File: src/design/tap_pkg.sv
// Constants and types shared by the touch digitiser two-wire slave port.
package tap_pkg;

  // ==========================================================================
  // Clock and timing
  localparam int CLK_PERIOD_NS = 20;
  localparam int GLITCH_NS     = 40;
  localparam int GLITCH_CYC    = (GLITCH_NS + CLK_PERIOD_NS - 1) / CLK_PERIOD_NS;
  localparam int GLITCH_CNT_W  = 3;

  // ==========================================================================
  // Bus rates served, in kHz
  localparam int STD_RATE_KHZ  = 100;
  localparam int FAST_RATE_KHZ = 400;
  localparam int HS_LO_KHZ     = 1700;
  localparam int HS_RATE_KHZ   = 3400;

  // ==========================================================================
  // Byte framing
  localparam int         BYTE_W    = 8;
  localparam int         CNT_W     = 4;
  localparam logic [3:0] BYTE_BITS = 4'h8;

  // ==========================================================================
  // Address byte layout
  localparam logic [4:0] ADDR_FIXED = 5'h12;
  localparam logic [4:0] MCODE_PFX  = 5'h01;
  localparam int         ADDR_HI_POS = 7;
  localparam int         ADDR_LO_POS = 3;
  localparam int         RW_POS     = 0;
  localparam logic       RW_READ    = 1'h1;

  // ==========================================================================
  // Line indices into the synchroniser arrays
  localparam int LINE_SCL = 0;
  localparam int LINE_SDA = 1;

  // ==========================================================================
  // Port sequencing states
  typedef enum logic [2:0] {
    TAP_IDLE,
    TAP_ADDR,
    TAP_RX,
    TAP_ACK,
    TAP_LOAD,
    TAP_TX,
    TAP_TXACK,
    TAP_IGNORE
  } tap_state_t;

endpackage

File: src/design/tap_i2c_slave.sv
// Two-wire slave port of the touch digitiser: framing, addressing, ack and stretching.
`timescale 1ns/1ps
`default_nettype none

module tap_i2c_slave (
  // System
  input  wire logic                      core_clk,
  input  wire logic                      rst_n,
  // Two-wire bus clock line
  input  wire logic                      scl_in,
  output logic                           scl_out,
  output logic                           scl_oe,
  // Two-wire bus data line
  input  wire logic                      sda_in,
  output logic                           sda_out,
  output logic                           sda_oe,
  // Address-select pins
  input  wire logic                      addr_select_hi_pin,
  input  wire logic                      addr_select_lo_pin,
  // Received bytes
  output logic [tap_pkg::BYTE_W-1:0]     rx_data,
  output logic                           rx_valid,
  // Bytes to send
  input  wire logic [tap_pkg::BYTE_W-1:0] tx_data,
  input  wire logic                      tx_valid,
  output logic                           tx_ready,
  // Transfer status
  output logic                           xfer_start,
  output logic                           xfer_end,
  output logic                           selected,
  output logic                           read_mode,
  output logic                           hs_mode
);
  import tap_pkg::*;

  // ==========================================================================
  // Line synchronisers and glitch filters
  logic [1:0]              line_meta;
  logic [1:0]              line_sync;
  logic [1:0]              line_filt;
  logic [1:0]              line_filt_q;
  logic [GLITCH_CNT_W-1:0] line_cnt [2];
  logic [1:0]              pin_meta;
  logic [1:0]              pin_sync;
  wire  [1:0]              line_raw;

  localparam logic [GLITCH_CNT_W-1:0] GLITCH_LAST = GLITCH_CNT_W'(GLITCH_CYC - 1);

  assign line_raw[LINE_SCL] = scl_in;
  assign line_raw[LINE_SDA] = sda_in;

  always_ff @(posedge core_clk) begin
    if (!rst_n) begin
      line_meta <= 2'h3;
      line_sync <= 2'h3;
      pin_meta  <= 2'h0;
      pin_sync  <= 2'h0;
    end else begin
      line_meta <= line_raw;
      line_sync <= line_meta;
      pin_meta  <= {addr_select_hi_pin, addr_select_lo_pin};
      pin_sync  <= pin_meta;
    end
  end

  // filter short enough for every bus rate.
  always_ff @(posedge core_clk) begin
    if (!rst_n) begin
      line_filt   <= 2'h3;
      line_filt_q <= 2'h3;
      for (int i = 0; i < 2; i++) begin
        line_cnt[i] <= '0;
      end
    end else begin
      line_filt_q <= line_filt;
      for (int i = 0; i < 2; i++) begin
        if (line_sync[i] == line_filt[i]) begin
          line_cnt[i] <= '0;
        end else if (line_cnt[i] == GLITCH_LAST) begin
          line_filt[i] <= line_sync[i];
          line_cnt[i]  <= '0;
        end else begin
          line_cnt[i] <= line_cnt[i] + 1'b1;
        end
      end
    end
  end

  // ==========================================================================
  // Bus event decode
  wire scl_h    = line_filt[LINE_SCL];
  wire sda_h    = line_filt[LINE_SDA];
  wire scl_was  = line_filt_q[LINE_SCL];
  wire sda_was  = line_filt_q[LINE_SDA];
  wire scl_rise = scl_h & ~scl_was;
  wire scl_fall = ~scl_h & scl_was;

  wire start_cond = scl_h & scl_was & sda_was & ~sda_h;
  wire stop_cond  = scl_h & scl_was & ~sda_was & sda_h;

  // ==========================================================================
  // Sequencer registers
  tap_state_t          state;
  tap_state_t          next_state;
  logic [CNT_W-1:0]    bit_cnt;
  logic [CNT_W-1:0]    next_bit_cnt;
  logic [BYTE_W-1:0]   shreg;
  logic [BYTE_W-1:0]   next_shreg;
  logic                nack;
  logic                next_nack;
  logic                hs_arm;
  logic                next_hs_arm;
  logic                next_hs_mode;
  logic                next_sda_oe;
  logic                next_scl_oe;
  logic [BYTE_W-1:0]   next_rx_data;
  logic                next_rx_valid;
  logic                next_tx_ready;
  logic                next_xfer_start;
  logic                next_xfer_end;
  logic                next_selected;
  logic                next_read_mode;

  // own address from fixed bits and select pins.
  // select pins are read live at each address byte.
  wire [6:0] own_addr  = {ADDR_FIXED, pin_sync};
  wire       byte_done = scl_fall & (bit_cnt == BYTE_BITS);
  wire       addr_hit  = (shreg[ADDR_HI_POS:1] == own_addr);
  wire       mcode_hit = (shreg[ADDR_HI_POS:ADDR_LO_POS] == MCODE_PFX);
  wire [BYTE_W-1:0] shifted = {shreg[BYTE_W-2:0], sda_h};
  wire [CNT_W-1:0]  cnt_inc = bit_cnt + 1'b1;

  // ==========================================================================
  // Next-state logic
  always_comb begin
    next_state      = state;
    next_bit_cnt    = bit_cnt;
    next_shreg      = shreg;
    next_nack       = nack;
    next_hs_arm     = hs_arm;
    next_hs_mode    = hs_mode;
    next_sda_oe     = sda_oe;
    next_scl_oe     = scl_oe;
    next_rx_data    = rx_data;
    next_rx_valid   = 1'b0;
    next_tx_ready   = 1'b0;
    next_xfer_start = 1'b0;
    next_xfer_end   = 1'b0;
    next_selected   = selected;
    next_read_mode  = read_mode;
    if (stop_cond) begin
      next_state    = TAP_IDLE;
      next_sda_oe   = 1'b0;
      next_scl_oe   = 1'b0;
      next_selected = 1'b0;
      next_xfer_end = (state != TAP_IDLE);
      next_hs_mode  = 1'b0;
      next_hs_arm   = 1'b0;
    end else if (start_cond) begin
      // repeated START ends one transfer and opens the next.
      next_state      = TAP_ADDR;
      next_bit_cnt    = '0;
      next_sda_oe     = 1'b0;
      next_scl_oe     = 1'b0;
      next_selected   = 1'b0;
      next_xfer_start = 1'b1;
      next_xfer_end   = (state != TAP_IDLE);
      // high-speed entered at the START after a master code.
      if (hs_arm) begin
        next_hs_mode = 1'b1;
        next_hs_arm  = 1'b0;
      end
    end else begin
      case (state)
        TAP_ADDR, TAP_RX: begin
          if (scl_rise) begin
            next_shreg   = shifted;
            next_bit_cnt = cnt_inc;
          end
          if (byte_done) begin
            next_bit_cnt = '0;
            if (state == TAP_RX) begin
              next_rx_data  = shreg;
              next_rx_valid = 1'b1;
              next_sda_oe   = 1'b1;
              next_state    = TAP_ACK;
            end else if (mcode_hit) begin
              next_hs_arm = 1'b1;
              next_state  = TAP_IGNORE;
            end else if (addr_hit) begin
              // direction bit selects read or write.
              next_read_mode = (shreg[RW_POS] == RW_READ);
              next_selected  = 1'b1;
              next_sda_oe    = 1'b1;
              next_state     = TAP_ACK;
            end else begin
              next_state = TAP_IGNORE;
            end
          end
        end
        TAP_ACK: begin
          // hold ack low until the ninth clock falls.
          if (scl_fall) begin
            next_sda_oe = 1'b0;
            // take the next byte in a write, or load a byte to send in a read.
            next_state  = read_mode ? TAP_LOAD : TAP_RX;
          end
        end
        TAP_LOAD: begin
          if (tx_valid) begin
            next_shreg    = tx_data;
            next_tx_ready = 1'b1;
            next_sda_oe   = ~tx_data[BYTE_W-1];
            next_bit_cnt  = '0;
            next_state    = TAP_TX;
          end else begin
            // stretch SCL low until a byte is loaded.
            next_scl_oe = 1'b1;
          end
        end
        TAP_TX: begin
          // first bit settles before the clock is let go.
          next_scl_oe = 1'b0;
          if (scl_rise) begin
            next_bit_cnt = cnt_inc;
          end
          // drive the next bit only after SCL falls.
          if (byte_done) begin
            next_sda_oe = 1'b0;
            next_state  = TAP_TXACK;
          end else if (scl_fall) begin
            next_shreg  = {shreg[BYTE_W-2:0], 1'b0};
            next_sda_oe = ~shreg[BYTE_W-2];
          end
        end
        TAP_TXACK: begin
          if (scl_rise) begin
            next_nack = sda_h;
          end
          if (scl_fall) begin
            next_state = nack ? TAP_IGNORE : TAP_LOAD;
          end
        end
        TAP_IDLE, TAP_IGNORE: begin
          next_sda_oe = 1'b0;
          next_scl_oe = 1'b0;
        end
        default: begin
          next_state = TAP_IDLE;
        end
      endcase
    end
  end

  // ==========================================================================
  // Sequencer and output registers
  always_ff @(posedge core_clk) begin
    if (!rst_n) begin
      state      <= TAP_IDLE;
      bit_cnt    <= '0;
      shreg      <= '0;
      nack       <= 1'b0;
      hs_arm     <= 1'b0;
      hs_mode    <= 1'b0;
      sda_oe     <= 1'b0;
      scl_oe     <= 1'b0;
      rx_data    <= '0;
      rx_valid   <= 1'b0;
      tx_ready   <= 1'b0;
      xfer_start <= 1'b0;
      xfer_end   <= 1'b0;
      selected   <= 1'b0;
      read_mode  <= 1'b0;
    end else begin
      state      <= next_state;
      bit_cnt    <= next_bit_cnt;
      shreg      <= next_shreg;
      nack       <= next_nack;
      hs_arm     <= next_hs_arm;
      hs_mode    <= next_hs_mode;
      sda_oe     <= next_sda_oe;
      scl_oe     <= next_scl_oe;
      rx_data    <= next_rx_data;
      rx_valid   <= next_rx_valid;
      tx_ready   <= next_tx_ready;
      xfer_start <= next_xfer_start;
      xfer_end   <= next_xfer_end;
      selected   <= next_selected;
      read_mode  <= next_read_mode;
    end
  end

  // open-drain pins only ever pull low.
  always_ff @(posedge core_clk) begin
    scl_out <= 1'b0;
    sda_out <= 1'b0;
  end

endmodule

`default_nettype wire

File: config.mk
export PLATFORM = sky130hd
export DESIGN_NAME = tap_i2c_slave
export DESIGN_NICKNAME = d
export VERILOG_FILES = /design/src/design/tap_pkg.sv /design/src/design/tap_i2c_slave.sv
export SDC_FILE = /design/constraint.sdc
export NUM_CORES = 1
export LEC_CHECK = 0
export CAP_MARGIN = 20
export CORE_MARGIN = 2
export CORE_UTILIZATION = 30
export DETAILED_ROUTE_END_ITERATION = 6
export DONT_BUFFER_PORTS = 1
export GPL_TIMING_DRIVEN = 0
export HOLD_SLACK_MARGIN = 0.02
export PLACE_DENSITY_LB_ADDON = 0.15
export RECOVER_POWER = 100
export SLEW_MARGIN = 10
export SYNTH_ARGS = -nofsm -noshare
export SYNTH_HDL_FRONTEND = slang
export SYNTH_SLANG_ARGS = --single-unit
File: constraint.sdc
create_clock -name core_clk -period 2 [get_ports core_clk]
set_input_delay 0.6 -clock core_clk [delete_from_list [all_inputs] [get_ports core_clk]]
set_output_delay 0.6 -clock core_clk [all_outputs]
set_load 0.05 [all_outputs]
Word-level counts from Yosys, hierarchy flattened --
Memories as Yosys holds them, arrays and structs flattened. Index checks and enable logic that the tools add are counted.
Word-level totals: memories kept 1, output and inout bits 19, RAM bits 6, input bits 15, bits in registers 46, logic and storage cells 184
Memories:
- line_cnt | words 2, width 3, rd ports 2, clocked after Yosys merged registers in 0, wr ports 2, RTL line tap_i2c_slave.sv:42 | logic [GLITCH_CNT_W-1:0] line_cnt [2];
Operators by class: $add $sub $neg 3, multiplexer cells 67, reductions and logical operators 29, equal/unequal tests 31, bitwise gates (word level) 30
Operators by type and width (number):
- two-way mux 3 bit | 15
- two-way mux 1 bit | 38
- two-way mux 8 bit | 4
- inequality test 3 bit (second input constant) | 8
- case mux 8 bit (3 select lines) | 1
- AND reduction 7 bit | 3
- inequality test 2 bit (second input constant) | 9
- two-way mux 4 bit | 4
- inverter 1 bit | 16
- case mux 3 bit (5 select lines) | 1
- == test 3 bit (second input constant) | 4
- case mux 4 bit (3 select lines) | 1
- AND reduction 6 bit | 2
- AND reduction 5 bit | 2
- nonzero test 5 bit | 2
- == test 3 x 1 -> 1 bit (second input constant) | 3
- bitwise AND 1 bit | 8
- AND reduction 2 bit | 4
- AND reduction 4 bit | 2
- == test 7 bit | 1
- adder 3 x 1 -> 3 bit (second input constant) | 2
- == test 3 x 2 -> 1 bit (second input constant) | 2
- bitwise OR 1 bit | 6
- nonzero test 3 bit | 2
- other kinds (16) | 20

Depth between registers and ports, before layout --
An unclocked memory read counts as a cell.
depth in word-level cells 8, mapped depth 8, mapped depth without buffers 7

Worst setup path before layout --
OpenSTA, ideal clock, no wires.
path kind register -> register, start point register bit_cnt[0], end point register shreg[7], stages on the path, launching flop included 9, library setup time 0.088 ns, path slack 0.257 ns, data arrival time 1.655 ns, clock period less this slack 1.743 ns, path through dfxtp_1 inv_1 ha_1 nand3b_1 a211oi_2 nor4_4 buf_6 nor2_2 a311oi_2
On the way: word-level cells in the longest chain between the ends 4
Ends and longest elaborated chain:
- start, declared | RTL line tap_i2c_slave.sv:105 | logic [CNT_W-1:0] bit_cnt;
- start signal, assigned | RTL line tap_i2c_slave.sv:276 | bit_cnt <= next_bit_cnt;
- == test 4 bit | RTL line tap_i2c_slave.sv:127 | wire byte_done = scl_fall & (bit_cnt == BYTE_BITS);
- bitwise AND 1 bit | RTL line tap_i2c_slave.sv:127
- inequality test 2 bit (no source line)
- AND reduction 7 bit (no source line)
- end signal, assigned | RTL line tap_i2c_slave.sv:277 | shreg <= next_shreg;
- end, declared | RTL line tap_i2c_slave.sv:107 | logic [BYTE_W-1:0] shreg;
No other way between the ends. A chain may end at the register's enable or synchronous reset.

Worst setup path after layout --
Ends and elaborated chain as after synthesis.

==> flow_summary.json <==
{
  "dieHeight_um": 95.5,
  "grt_pass1_wl_um": 9530,
  "die_w_um": 95.5,
  "synth_edf_count": 6,
  "syn_inst": 277,
  "p_per_area_nw_per_um2": 716,
  "crit_start": "bit_cnt[0]$_SDFFE_PN0P_",
  "synthesis.area_um2": 2510,
  "core_um2": 8180,
  "firstDrtPassIters": 4,
  "syn-mean-instance-area_um2": 9.06,
  "cts_root_buffer": "clkbuf_8",
  "required_ps": 2220,
  "fin_tns_setup_ps": 0,
  "cp_slowest_cell": "dfxtp_1",
  "power_mw": 2.02,
  "viasPerCell": 4.98,
  "cts.sinks": 52,
  "clkSlewWorstSetupHoldPaths_ps": 100,
  "path_class": "reg -> reg",
  "relSlewSlack": 0.511,
  "grt_pass1_vias": 1847,
  "antenna_found_initial": 0,
  "skew_ps": 7.31,
  "drtAntennaViolNets": 0,
  "drcViolationCount": 0,
  "finalCriticalPeriod_ps": 1880,
  "cp.depth": 9,
  "crit_fanout": 10,
  "dp_slack_ps": -53.4,
  "ys.flop_type": "dfxtp_1",
  "nets": 315,
  "p_sw_frac": 0.243,
  "setup_viol": 0,
  "seq_power_share": 0.553,
  "htreeDepth": 2,
  "ys_types": 51,
  "portBuffers": 0,
  "pwr-share-comb": 0.091,
  "cts_tree": "yes",
  "clkLatencyLatePin_ps": 300,
  "dp.cells": 388,
  "cts_hold_buf": 0,
  "place.gp.congestion": 0.799,
  "leakage_nw": 1.08,
  "overflow": 0,
  "ys_warn_count": 0,
  "track_usage": 0.136,
  "clockPowerShare": 0.356,
  "drv_cap": 0,
  "rows": 33,
  "initial_core_util": 0.307,
  "ios": 34,
  "async_flop_share": 0,
  "path_delay_family": "simple AND/OR/NAND/NOR gates",
  "n_antenna_cell": 0,
  "holdPathStages": 1,
  "hp-class": "in -> reg",
  "cp-start-kind": "flop",
  "worst_slack_ps": 122,
  "cp-end-kind": "flop",
  "finalCritPeriodShare": 0.939,
  "fmaxAchievable_ghz": 0.533,
  "final_core_util": 0.345,
  "synth.yosys.seq_area_share": 0.439,
  "wire_per_inst_um": 14.6,
  "cts-buffers-inserted": 5,
  "crit_buf_inv": 3,
  "ir_worst_vdd_v": 0.000285,
  "final_area_um2": 2820,
  "r2r-start": "bit_cnt[0]$_SDFFE_PN0P_",
  "clk_path_buf_depth": 2,
  "area_delta_synth_final_pct": 12.3,
  "hold_violations": 0,
  "rsz0062_at_grt": "no",
  "power_switching_mw": 0.490,
  "drv_slew": 0,
  "internal_power_mw": 1.53,
  "dieArea_um2": 9110,
  "crit_arrival_ps": 2100,
  "place_hpwl_um": 4180,
  "slowest_delay_ps": 410,
  "final_cells": 400,
  "rr_worst_depth": 9,
  "grt_max_degree": 16,
  "drive_gt1_frac": 0.115,
  "worst_pin_slew_ps": 732,
  "status": "complete, no violations",
  "hold_start": "rst_n",
  "drtIter0Drc": 138,
  "wirelength_um": 5830,
  "placed_area_um2": 2660,
  "whs_ps": 368,
  "vias": 1993,
  "crit_chain": "inv_1 -> ha_1 -> nand3b_1 -> a211oi_2 -> nor4_4 -> buf_4 -> buf_6 -> nor2_2 -> a311oi_2",
  "ys_ff_latch": 52
}
-- path summary, 6_finish.rpt --
kind	slack (ps)	to
setup reg to reg	120	shreg[7]$_SDFFE_PN0P_
hold reg to reg	420	line_sync[0]$_SDFF_PN1_
setup / recovery	120	shreg[7]$_SDFFE_PN0P_
hold / removal	370	line_sync[0]$_SDFF_PN1_
-- flip-flops by register name, indices dropped and copies added, names as in the netlist --
name         count
line_meta        2
rx_valid         1
state            3
line_sync        2
shreg            8
hs_arm           1
pin_sync         2
rx_data          8
sda_oe           1
nack             1
selected         1
xfer_start       1
line_filt_q      2
hs_mode          1
bit_cnt          4
scl_oe           1
line_cnt         6
line_filt        2
read_mode        1
tx_ready         1
pin_meta         2
xfer_end         1
-- layout make-up --
cell class | count | area, um2
clock inverters | 2 | 35.0
flip-flops and latches | 52 | 1100
inverters | 9 | 33.8
multi-input cells | 204 | 1300
fillers | 861 | 5360
well taps | 105 | 131
repair buffers | 4 | 30.0
plain buffers | 18 | 115
clock buffers | 6 | 72.6
-- power groups by stage --
stage          Combinational, mW  Sequential (mW)  Clock, mW
6_report                   0.183             1.12      0.719
5_1_grt                    0.203             1.12      0.784
4_1_cts                    0.183             1.12      0.749
3_5_place_dp               0.179             1.14          0
3_3_place_gp               0.179             1.14          0
2_1_floorplan              0.144             1.13          0
-- what timing repair did --
| item | in CTS | in global routing |
|---|---|---|
| gates resized for setup | 1 | 3 |
| setup endpoints to repair | 4 | 7 |
| pin swaps | 1 | 0 |
| setup buffers | 2 | 2 |
-- cell usage after synthesis, types with 2 or more instances --
master,number,area (um2)
buf_2,3,15.0
buf_6,4,45.0
a21oi_1,12,60.1
and3_1,3,18.8
buf_4,3,22.5
nor3_1,3,15.0
ha_1,6,75.1
edfxtp_1,6,180
o21ai_0,11,55.1
inv_1,9,33.8
o21bai_1,2,15.0
or3_1,3,18.8
nand2b_1,16,100
xnor2_1,3,26.3
o21ai_1,2,10.0
nor2_2,3,18.8
nor3b_1,3,22.5
dfxtp_1,46,921
o211ai_1,3,22.5
a211oi_1,4,30.0
a211oi_2,2,25.0
nor4_1,4,25.0
conb_1,2,7.51
nand3_1,4,20.0
clkbuf_1,7,26.3
o22ai_1,3,18.8
nor2_1,40,150
xor2_1,2,17.5
a311oi_1,6,52.6
nand4_1,2,12.5
nor2b_1,2,12.5
mux2i_1,14,140
nand2_1,21,78.8
and2_1,6,37.5
-- cells in the final DEF, fill, tap and decap left out, types with 2 or more instances in the layout --
cell type,netlist,layout
o22ai_1,3,3
and2_0,0,4
conb_1,2,8
nor3b_1,3,3
buf_6,4,4
nand2b_1,16,16
mux2i_1,14,14
inv_1,9,9
nor3_1,3,3
o21ai_0,11,11
nand4_1,2,2
clkbuf_8,0,5
a211oi_1,4,3
buf_4,3,7
and3_1,3,3
edfxtp_1,6,6
o211ai_1,3,3
o21bai_1,2,2
o21ai_1,2,2
a21oi_1,12,12
ha_1,6,6
dfxtp_1,46,46
nand3_1,4,4
a311oi_1,6,6
a211oi_2,2,3
nor2_1,40,40
nand2_1,21,21
xor2_1,2,2
clkbuf_1,7,9
buf_2,3,2
nor4_1,4,3
nor2_2,3,3
and2_1,6,2
xnor2_1,3,3
or3_1,3,3
-- per-layer routing --
layer | wire length [um] | global-route usage | vias to the layer above | part of all wire
li1 | - | - | 991 | -
met1 | 2920 | 0.193 | 942 | 0.50
met2 | 2540 | 0.205 | 54 | 0.44
met3 | 295 | 0.0324 | 6 | 0.051
met4 | 70 | 0.0369 | 0 | 0.012
met5 | 0 | 0 | - | 0
-- cell families after synthesis --
group,synth area share
multiplexers,0.0558
adder cells (fa/ha/maj),0.0299
other,0.00299
XOR/XNOR,0.0284
flip-flops,0.439
buffers and inverters,0.0583
AND/OR/NAND/NOR,0.233
AO/OA/AOI/OAI,0.153
(Power assumes the default switching activity.)
